$ cat src/rtl/ssie_pkg.sv
package ssie_pkg;
  localparam int POS_W = 13;
  localparam int CLK_HZ = 25_000_000;
  // Monoflop longest time, ns; count rounds down
  localparam int MONO_NS = 15_000;
  localparam int MONO_CYC = (MONO_NS * (CLK_HZ / 1_000_000)) / 1000;
  // Controller half period for at most 500 kbit/s, ns; least time rounds up
  localparam int LINK_HALF_NS = 1000;
  localparam int LINK_HALF_CYC = (LINK_HALF_NS * (CLK_HZ / 1_000_000) + 999) / 1000;
  // Function input settle, ns (20 ms); zero-set hold, ns (10 ms); power-up, ns (250 ms)
  localparam longint FUNC_NS = 64'd20_000_000;
  localparam int FUNC_CYC = int'((FUNC_NS * (CLK_HZ / 1_000_000)) / 1000);
  localparam longint PRESET_NS = 64'd10_000_000;
  localparam int PRESET_CYC = int'((PRESET_NS * (CLK_HZ / 1_000_000) + 999) / 1000);
  localparam longint POWERUP_NS = 64'd250_000_000;
  localparam int POWERUP_CYC = int'((POWERUP_NS * (CLK_HZ / 1_000_000)) / 1000);
  localparam logic [12:0] POS_RST = 13'h0000;
  localparam logic [12:0] PRESET_VAL = 13'h0000;
  localparam logic [1:0] SYNC_RST = 2'h3;
endpackage

$ cat src/rtl/ssie_link_if.sv
`timescale 1ns/1ps
`default_nettype none
interface ssie_link_if;
  logic clk_p;
  logic data_p;
  logic dir_sel;
  logic zero_set;
  modport encoder (input clk_p, input dir_sel, input zero_set, output data_p);
  modport ctrl (output clk_p, output dir_sel, output zero_set, input data_p);
endinterface
`default_nettype wire

$ cat src/rtl/ssie_encoder.sv
// Contract
// - Idle: clock and data both rest high
// - First falling edge captures position, starts transfer
// - MSB out on first rising edge
// - Each further rising edge: next lower bit
// - After LSB data low until monoflop expires (code holds the LSB level; only a further fall pulls data low)
// - Controller waits for data high before burst
// - Monoflop starts on last falling edge
// - Monoflop interval at most 15 us
// - Controller clock period below monoflop interval
// - Position word: 13-bit Gray code
// - Default direction: code ascends clockwise
// - Controller clock at most 500 kbit/s
// - Continued clocking resends same captured word
// - Late 26th pulse sends fresh word
// - Ring-slide repetition spans 13 pulses
// - Function inputs active at high level
// - Zero-set makes current position read zero
// - Controller holds zero-set at least 10 ms (ssie_ctrl passes zero_in straight through, with no minimum hold)
// - Function input change effective within 20 ms
// - Valid data within 250 ms of power-up
`timescale 1ns/1ps
`default_nettype none
module ssie_encoder #(
  parameter int POS_W = ssie_pkg::POS_W,
  parameter int MONO_CYC = ssie_pkg::MONO_CYC,
  parameter int FUNC_CYC = ssie_pkg::FUNC_CYC,
  parameter int POWERUP_CYC = ssie_pkg::POWERUP_CYC
) (
  // Clock and reset
  input wire logic mclk,
  input wire logic nrst,
  // Link
  ssie_link_if.encoder link,
  // Shaft position, binary, clockwise ascending
  input wire logic [POS_W-1:0] shaft_pos,
  // Status
  output logic ready
);
  // ==========================================
  // Synchronisers
  // Link clock idles high, so its stages reset high: no false fall after reset
  logic [1:0] clk_s_reg;
  logic [1:0] dir_s_reg;
  logic [1:0] zero_s_reg;
  logic clk_d_reg;
  always_ff @(posedge mclk or negedge nrst) begin
    if (!nrst) begin
      clk_s_reg <= ssie_pkg::SYNC_RST;
      dir_s_reg <= 2'h0;
      zero_s_reg <= 2'h0;
      clk_d_reg <= 1'b1;
    end else begin
      clk_s_reg <= {clk_s_reg[0], link.clk_p};
      dir_s_reg <= {dir_s_reg[0], link.dir_sel};
      zero_s_reg <= {zero_s_reg[0], link.zero_set};
      clk_d_reg <= clk_s_reg[1];
    end
  end
  wire fall = clk_d_reg & ~clk_s_reg[1];
  wire rise = ~clk_d_reg & clk_s_reg[1];

  // ==========================================
  // Function inputs, filtered so a change must stand before it acts
  logic dir_reg;
  logic zero_reg;
  logic [31:0] fcnt_reg;
  logic [POS_W-1:0] offset_reg;
  // Half the allowed settle time, trading margin against glitch rejection
  wire fchg = (dir_s_reg[1] != dir_reg) | (zero_s_reg[1] != zero_reg);
  wire fdone = fcnt_reg >= 32'(FUNC_CYC / 2);
  always_ff @(posedge mclk or negedge nrst) begin
    if (!nrst) begin
      dir_reg <= 1'b0;
      zero_reg <= 1'b0;
      fcnt_reg <= 32'h0000_0000;
    end else if (!fchg) begin
      fcnt_reg <= 32'h0000_0000;
    end else if (fdone) begin
      dir_reg <= dir_s_reg[1];
      zero_reg <= zero_s_reg[1];
      fcnt_reg <= 32'h0000_0000;
    end else begin
      fcnt_reg <= fcnt_reg + 32'h0000_0001;
    end
  end

  // ==========================================
  // Position: direction, zero offset, Gray coding
  wire [POS_W-1:0] dir_pos = dir_reg ? (~shaft_pos + 1'b1) : shaft_pos;
  wire [POS_W-1:0] rel_pos = dir_pos - offset_reg;
  wire [POS_W-1:0] gray_pos = rel_pos ^ (rel_pos >> 1);
  always_ff @(posedge mclk or negedge nrst) begin
    if (!nrst) begin
      offset_reg <= ssie_pkg::PRESET_VAL;
    end else if (zero_reg) begin
      offset_reg <= dir_pos - ssie_pkg::PRESET_VAL;
    end
  end

  // ==========================================
  // Power-up availability
  // Before this rises the word sent is zero, never a half-settled value
  logic [31:0] pcnt_reg;
  logic ready_reg;
  wire pcnt_full = pcnt_reg >= 32'(POWERUP_CYC / 2);
  always_ff @(posedge mclk or negedge nrst) begin
    if (!nrst) begin
      pcnt_reg <= 32'h0000_0000;
    end else if (!pcnt_full) begin
      pcnt_reg <= pcnt_reg + 32'h0000_0001;
    end
  end
  always_ff @(posedge mclk or negedge nrst) begin
    if (!nrst) begin
      ready_reg <= 1'b0;
    end else begin
      ready_reg <= pcnt_full;
    end
  end
  assign ready = ready_reg;

  // ==========================================
  // Monoflop
  // Loaded short by the edge detector's delay so the pin-level interval stays in bound
  logic [15:0] mono_reg;
  wire mono_out = mono_reg == 16'h0000;
  wire [15:0] mono_load = 16'(MONO_CYC - 4);
  always_ff @(posedge mclk or negedge nrst) begin
    if (!nrst) begin
      mono_reg <= 16'h0000;
    end else if (fall) begin
      mono_reg <= mono_load;
    end else if (!mono_out) begin
      mono_reg <= mono_reg - 16'h0001;
    end
  end

  // ==========================================
  // Transfer decode
  logic [POS_W-1:0] word_reg;
  logic [4:0] bit_reg;
  logic busy_reg;
  logic data_reg;
  wire last_bit = bit_reg == 5'(POS_W - 1);
  wire [4:0] bit_next = last_bit ? 5'h00 : bit_reg + 5'h01;
  wire bit_out = word_reg[POS_W-1-int'(bit_reg)];
  // A fall inside the interval continues the ring instead of recapturing
  wire capture = fall && (!busy_reg || mono_out);
  // Shift only inside a transfer; stray rising edges at idle are ignored
  wire shift = rise && busy_reg;
  wire line_free = busy_reg && mono_out && clk_s_reg[1] && !rise;
  wire tail_low = fall && busy_reg && !mono_out && bit_reg == 5'h00;

  // ==========================================
  // Captured word, held for the whole transfer
  always_ff @(posedge mclk or negedge nrst) begin
    if (!nrst) begin
      word_reg <= ssie_pkg::POS_RST;
    end else if (capture) begin
      word_reg <= ready_reg ? gray_pos : ssie_pkg::POS_RST;
    end
  end

  // ==========================================
  // Bit pointer, wraps for ring-slide repetition
  always_ff @(posedge mclk or negedge nrst) begin
    if (!nrst) begin
      bit_reg <= 5'h00;
    end else if (capture) begin
      bit_reg <= 5'h00;
    end else if (shift) begin
      bit_reg <= bit_next;
    end
  end

  // ==========================================
  // Transfer state
  // Clears only with the clock high, so a cut frame still ends cleanly
  always_ff @(posedge mclk or negedge nrst) begin
    if (!nrst) begin
      busy_reg <= 1'b0;
    end else if (capture) begin
      busy_reg <= 1'b1;
    end else if (line_free) begin
      busy_reg <= 1'b0;
    end
  end

  // ==========================================
  // Data line
  // After the word the LSB level holds; only a fall inside the interval pulls data low
  always_ff @(posedge mclk or negedge nrst) begin
    if (!nrst) begin
      data_reg <= 1'b1;
    end else if (shift) begin
      data_reg <= bit_out;
    end else if (line_free) begin
      data_reg <= 1'b1;
    end else if (tail_low) begin
      data_reg <= 1'b0;
    end
  end

  assign link.data_p = data_reg;
endmodule
`default_nettype wire

$ cat src/flat_wrapper.sv
// flat-port wrapper written by rule: the top's interface ports become plain ports
module ssie_encoder_flat 
#(
  parameter int POS_W = ssie_pkg::POS_W,
  parameter int MONO_CYC = ssie_pkg::MONO_CYC,
  parameter int FUNC_CYC = ssie_pkg::FUNC_CYC,
  parameter int POWERUP_CYC = ssie_pkg::POWERUP_CYC
)
  (mclk, nrst, shaft_pos, ready, link_clk_p, link_dir_sel, link_zero_set, link_data_p);
  ssie_link_if link_i ();
  input wire logic mclk;
  input wire logic nrst;
  input wire logic [POS_W-1:0] shaft_pos;
  output logic ready;
  input wire logic [$bits(link_i.clk_p)-1:0] link_clk_p;
  input wire logic [$bits(link_i.dir_sel)-1:0] link_dir_sel;
  input wire logic [$bits(link_i.zero_set)-1:0] link_zero_set;
  output wire logic [$bits(link_i.data_p)-1:0] link_data_p;
  assign link_i.clk_p = link_clk_p;
  assign link_i.dir_sel = link_dir_sel;
  assign link_i.zero_set = link_zero_set;
  assign link_data_p = link_i.data_p;
  ssie_encoder #(.POS_W(POS_W), .MONO_CYC(MONO_CYC), .FUNC_CYC(FUNC_CYC), .POWERUP_CYC(POWERUP_CYC)) u_core (.mclk(mclk), .nrst(nrst), .link(link_i), .shaft_pos(shaft_pos), .ready(ready));
endmodule
$ cat config.mk
export PLATFORM = sky130hd
export DESIGN_NAME = ssie_encoder_flat
export DESIGN_NICKNAME = d
export VERILOG_FILES = /design/src/rtl/ssie_pkg.sv /design/src/rtl/ssie_link_if.sv /design/src/rtl/ssie_encoder.sv /design/src/flat_wrapper.sv
export SDC_FILE = /design/constraint.sdc
export NUM_CORES = 1
export LEC_CHECK = 0
export ABC_AREA = 1
export BUFFER_PORTS_ARGS = -buffer_cell sky130_fd_sc_hd__buf_2
export CORE_MARGIN = 4
export CORE_UTILIZATION = 55
export CTS_BUF_LIST = sky130_fd_sc_hd__clkbuf_8 sky130_fd_sc_hd__clkbuf_16
export CTS_CLUSTER_DIAMETER = 150
export DETAILED_ROUTE_END_ITERATION = 8
export GPL_TIMING_DRIVEN = 0
export PLACE_DENSITY = 0.83
export RECOVER_POWER = 25
export SLEW_MARGIN = 10
export SYNTH_ARGS = -nofsm -noshare
export SYNTH_HDL_FRONTEND = slang
export SYNTH_SLANG_ARGS = --single-unit
$ cat constraint.sdc
create_clock -name mclk -period 2.75 [get_ports mclk]
set_input_delay 0 -clock mclk [delete_from_list [all_inputs] [get_ports mclk]]
set_output_delay 0 -clock mclk [all_outputs]
set_load 0.1 [all_outputs]
* Word-level counts from Yosys, hierarchy flattened
Cells that the tools add are included.
Word-level totals: output and inout bits 2, logic and storage cells 71, bits in registers 123, bits of input ports 18
Operators by class: multiplexer cells 17, bitwise gates (word level) 7, equality and inequality tests 4, $add $sub $neg 7, reductions and logical operators 18, order comparisons 3
Operator list (count):
- 32-bit by 1-bit adder with 32-bit output (second input constant) | 2
- 32-bit two-way mux | 2
- 32-bit by 18-bit >= comparator with 1-bit output (second input constant) | 1
- 32-bit by 22-bit >= comparator with 1-bit output (second input constant) | 1
- 32-bit by 6-bit less-than comparator with 1-bit output (second input constant) | 1
- 16-bit two-way mux | 2
- 13-bit two-way mux | 2
- 16-bit logical NOT | 1
- 16-bit by 1-bit subtractor with 16-bit output (second input constant) | 1
- 5-bit two-way mux | 3
- 13-bit by 1-bit adder with 13-bit output (second input constant) | 1
- 13-bit NOT | 1
- 13-bit subtractor | 1
- 13-bit by 12-bit bitwise XOR with 13-bit output | 1
- 1-bit logical AND | 8
- 1-bit two-way mux | 7
- 4-bit by 5-bit subtractor with 6-bit output (first input constant) | 1
- 5-bit by 1-bit adder with 5-bit output (second input constant) | 1
- 5-bit by 4-bit == test with 1-bit output (second input constant) | 1
- 5-bit logical NOT | 1
- 1-bit binary-select mux with 4-bit select | 1
- 2-bit nonzero test | 2
- 1-bit logical NOT | 3
- 3-bit nonzero test | 1
- 7 further kinds | 10

* Longest topological paths before layout
word-level depth 8, mapped depth 16, mapped depth without buffers 16

* Worst setup path after synthesis
No wires, ideal clock.
path type register to register, start point register u_core.dir_reg, end point register u_core.word_reg[5], cell stages (with the launch flop) 13, slack 0.427 ns, arrival time 2.197 ns, path through dfrtp_1 > clkbuf_1 > inv_1 > nor2_1 > xor2_1 > ha_1 > nand2_1 > nand2_1 > nor2_1 > o21ai_0 > xnor2_1 > xnor2_1 > o21ai_1
On the way: longest elaborated chain between the ends 4
Ends and longest elaborated chain:
- start: declaration | line ssie_encoder.sv:65 | logic dir_reg;
- start signal: assignment | line ssie_encoder.sv:80 | dir_reg <= dir_s_reg[1];
- 13-bit two-way mux | line ssie_encoder.sv:90 | wire [POS_W-1:0] dir_pos = dir_reg ? (~shaft_pos + 1'b1) : shaft_pos;
- named net u_core.dir_pos[3] | line ssie_encoder.sv:90
- 13-bit subtractor | line ssie_encoder.sv:91 | wire [POS_W-1:0] rel_pos = dir_pos - offset_reg;
- 13-bit by 12-bit bitwise XOR with 13-bit output | line ssie_encoder.sv:92 | wire [POS_W-1:0] gray_pos = rel_pos ^ (rel_pos >> 1);
- 13-bit two-way mux | line ssie_encoder.sv:161 | word_reg <= ready_reg ? gray_pos : ssie_pkg::POS_RST;
- end signal: assignment | line ssie_encoder.sv:159 | word_reg <= ssie_pkg::POS_RST;
- end signal: assignment | line ssie_encoder.sv:161
- end: declaration | line ssie_encoder.sv:141 | logic [POS_W-1:0] word_reg;
The timed path passes the listed nets, and every way through them passes these cells. A chain may end at the register's enable or synchronous reset.

* Worst setup path in the final report
start point input port shaft_pos[0], end point register u_core.word_reg[10]
On the way: longest elaborated chain between the ends 6
Ends and longest elaborated chain:
- start: declaration | line flat_wrapper.sv:13 | input wire logic [POS_W-1:0] shaft_pos;
- 13-bit NOT | line ssie_encoder.sv:90
- 13-bit by 1-bit adder with 13-bit output | line ssie_encoder.sv:90
- 13-bit two-way mux | line ssie_encoder.sv:90
- named net u_core.dir_pos[6] | line ssie_encoder.sv:90
- 13-bit subtractor | line ssie_encoder.sv:91
- 13-bit by 12-bit bitwise XOR with 13-bit output | line ssie_encoder.sv:92
- 13-bit two-way mux | line ssie_encoder.sv:161
The timed path passes the listed nets, and every way through them passes these cells.

==> impl_summary.log <==
[metrics] Hold Worst Slack: slightly above 50 ps
[metrics] number of filler cells placed in the layout: between 900 and 1000
[metrics] final antenna-violating net count: 0
[metrics] antenna violations before repair: 0
[metrics] dominant cell type by count on the critical path: nand2_1
[metrics] buffer cell driving the clock tree root: clkbuf_16
[metrics] post-route fraction of the period consumed by the critical path: between 90% and 100%
[metrics] die extent in x: 119 um
[metrics] failing checks: max-capacitance violations, max-slew violations
[metrics] Finish-stage setup viols: 0
[metrics] pin slew with the least headroom to its limit: 1830 ps
[metrics] share of the core filled with cells in the final layout: 66.1%
[metrics] Worst EP required: approximately 3000 ps
[metrics] Residual DRC: 0
[metrics] flip-flop and latch count after synthesis: ~120
[metrics] HPWL after DPL: 9770 um
[metrics] final std cell area, no fill: between 7000 and 8000 um2
[metrics] clk sinks: 123
[metrics] grt total ovfl: 0
[metrics] final wirelength: approximately 14000 um
[metrics] clock tree from TritonCTS: done
[metrics] total standard cell area after synthesis: 6820 um2
[metrics] dominant cell type by area after synthesis: dfrtp_1
[metrics] worst stage delay on the critical path: around 540 ps
[metrics] cell area power density: ~690 nW/um2
[metrics] number of H-tree branching levels: 4
[metrics] type of the worst setup path: input port to flop
[metrics] Crit Reg-Reg Startpoint: u_core.dir_reg
[metrics] register clock-pin slew on the reported worst setup and hold paths: roughly 60 ps
[metrics] All-Layer GR Usage: roughly 22%
[metrics] Critical Path, Cell by Cell: dlygate4sd3_1 -> buf_2 -> inv_1 -> ha_1 -> nand2_2 -> o31ai_2 -> xor2_1 -> ha_1 -> nand2_1 -> nand2_1 -> o21ai_1 -> nand3_1 -> nand2_1 -> nand2_1 -> o21ai_0 -> nand2_1
[metrics] maximum clock rate: between 300 and 400 MHz
[metrics] cell at the slowest stage of the critical path: dlygate4sd3_1
[metrics] Bufs on Longest Clock Path: 2
[metrics] internal reg-to-reg setup slack: 210 ps
[metrics] ratio of cells with drive above 1 in the final layout: between 10% and 20%
[metrics] number of distinct library cell variants in the gate-level netlist after synthesis: 45
[metrics] quantity of I/O buffers inserted on ports: 19
[metrics] CTS buffer count: 17
[metrics] top cells by area, synth: dfrtp_1, nand2_1, nor2_1, inv_1, xor2_1
[metrics] layout overhead on the synthesized area: 16.9%
[metrics] worst hold-check path type: input port to flop
[metrics] count of max-cap constraint violations: 1
[metrics] most utilized layer in the global route result: met2
[metrics] Starting Density: a little under three fifths
[metrics] post-synthesis sequential area ratio: ~45%
[metrics] placed cell area: ~7000 um2
[metrics] syn avg cell area: roughly 8.2 um2
[metrics] outcome: finished, violations left
[metrics] average wire per cell in the routed design: between 10 and 15 um
[metrics] remaining max-slew budget at the tightest pin: -21.7%
[metrics] DR vias/cell: 5.25
[metrics] endpoint kind of the worst setup timing path: flop
[metrics] wire length of the first global-routing pass: roughly 25000 um
[metrics] number of nets in the final layout: 941
[metrics] final hold violation count: 0
[metrics] launch point of the worst path: shaft_pos[0]
[metrics] DRC marker count from the first detailed-route iteration: between 400 and 500
[metrics] P_leak: around 0.0038 uW
[metrics] number of slew-limit violations in the final report: 31
[metrics] final estimated routing congestion in global placement: approximately 0.95
[metrics] number of global-route vias before repair: between 5000 and 6000
[metrics] Die ar.: roughly 14000 um2
[metrics] Worst Path Arrival: 2930 ps
[metrics] largest fanout on the critical path: 4
[metrics] min Tclk post-route: between 2000 and 3000 ps
[metrics] Yosys warning count: 0
[metrics] later-pin clock latency in the skew report: ~420 ps
[metrics] Placeable Area: between 10000 and 15000 um2
[metrics] number of standard cells after synthesis: around 840
[metrics] area fraction of the dominant cell type after synthesis: 43.7%
[metrics] total number of placement rows: 40
[metrics] setup repair after global routing missed its margin: true
[metrics] count of inserted antenna diode cells: 0
[metrics] hold path startpoint: shaft_pos[4]
[metrics] largest net degree at the start of global routing: between 90 and 100
[metrics] maximum ir drop on the vdd rail: ~0.57 mV
[metrics] startpoint type of the worst setup path: input port
[metrics] vertical extent of the die: around 120 um
[metrics] Fin Clk Skew: ~9.4 ps
[metrics] met2 track demand over resource: around a third
[metrics] met3 routing resource usage after global routing: about 5.4%
[metrics] global-route track usage on met1: 28.2%
[metrics] routed via count: between 5000 and 6000
[metrics] IO Pins: 20
[metrics] DRT Pass-1 Iters: 5
power by group:
group          switching, uW  internal (uW)
Sequential              90.6           1950
Combinational            767            439
Clock                    839           1450
Total                   1700           3840
worst paths after layout:
| check | endpoint | cells after the start |
|---|---|---|
| max in group asynchronous | u_core.dir_reg | 2 |
| min reg2reg | u_core.zero_s_reg[1] | 0 |
| max reg2reg | u_core.word_reg[4] | 10 |
| max | u_core.word_reg[10] | 16 |
| min in group asynchronous | u_core.offset_reg[9] | 2 |
| min | u_core.offset_reg[4] | 4 |
cell families (layout without fill, tap and decap cells):
family,after synthesis,after routing,synth area share [%]
AND/OR/NAND/NOR,413,413,27.5
flip-flops,123,123,45.2
buffers and inverters,115,181,6.66
AO/OA/AOI/OAI,100,100,8.39
XOR/XNOR,63,63,8.21
adder cells (fa/ha/maj),21,21,3.97
other,1,14,0.0550
cell usage in the layout, fill, tap and decap left out, drive strengths merged:
cell type      n
o31ai          3
conb          14
clkinvlp       4
xor2          36
nor3b          3
fa             1
nand2        194
a21oi         26
or2            1
dlygate4sd3   14
o211ai         6
buf           26
nor3          30
nor4          13
ha            20
nand3b         4
dfrtp        119
a21boi         1
o22ai          2
nand3         57
nor2          96
clkbuf        36
bufinv         3
inv           90
o21bai         1
nand4         15
dfstp          4
a211oi         3
clkinv         8
xnor2         27
o21ai         58
synthesized netlist by cell type, drive strengths merged:
master and instances:
o21ai 58, ha 20, nor2 96, inv 89, o211ai 6, nor3b 3, dfstp 4, o22ai 2
xnor2 27, or2 1, o21bai 1, dfrtp 119, a21boi 1, nand3b 4, nor4 13, a211oi 3
a21oi 26, o31ai 3, nand3 57, nor3 30, nand4 15, conb 1, nand2 194, xor2 36
fa 1, buf 6, clkbuf 18, clkinv 2
per-layer routing:
| metal | up-vias | part of all wire (%) |
|---|---|---|
| li1 | 2834 | - |
| met1 | 2666 | 45 |
| met2 | 147 | 48 |
| met3 | 39 | 4.2 |
| met4 | 0 | 2.8 |
| met5 | - | 0 |
critical path, delay by kind of cell:
| family | cells | cell delay (ps) |
|---|---|---|
| buf+inv | 3 | 800 |
| compound gates | 3 | 680 |
| simple gates | 7 | 630 |
| fa+ha+maj | 2 | 540 |
| xor+xnor | 1 | 270 |
final cells by class:
type,instances,area (um2),area share (%)
Buffer,23,109,1.37
Clock buffer,18,439,5.51
Clock inverter,14,170,2.14
Inverter,91,342,4.29
Multi-Input combinational cell,611,3340,42.0
Sequential cell,123,3080,38.7
Tap cell,168,210,2.64
Timing Repair Buffer,35,269,3.38
repair_timing:
action | in CTS | in global routing
setup endpoints to repair | 1 | 9
hold endpoints to repair | 132 | 0
hold buffers | 14 | 0
buffers inserted | 0 | 1
pin swaps | 0 | 2
resized for setup | 0 | 9
through the flow:
step           total power (uW)  setup WS, ps  instances  setup TNS, ps
5_1_grt                    5820         -10.6       1083          -20.0
3_3_place_gp               3160          92.5       1036              0
4_1_cts                    5540           109       1082              0
3_5_place_dp               3200          66.6       1037              0
6_report                   5530           125       1083              0
2_1_floorplan              2950           427        849              0
No activity file was read; power rests on OpenSTA's default activity.
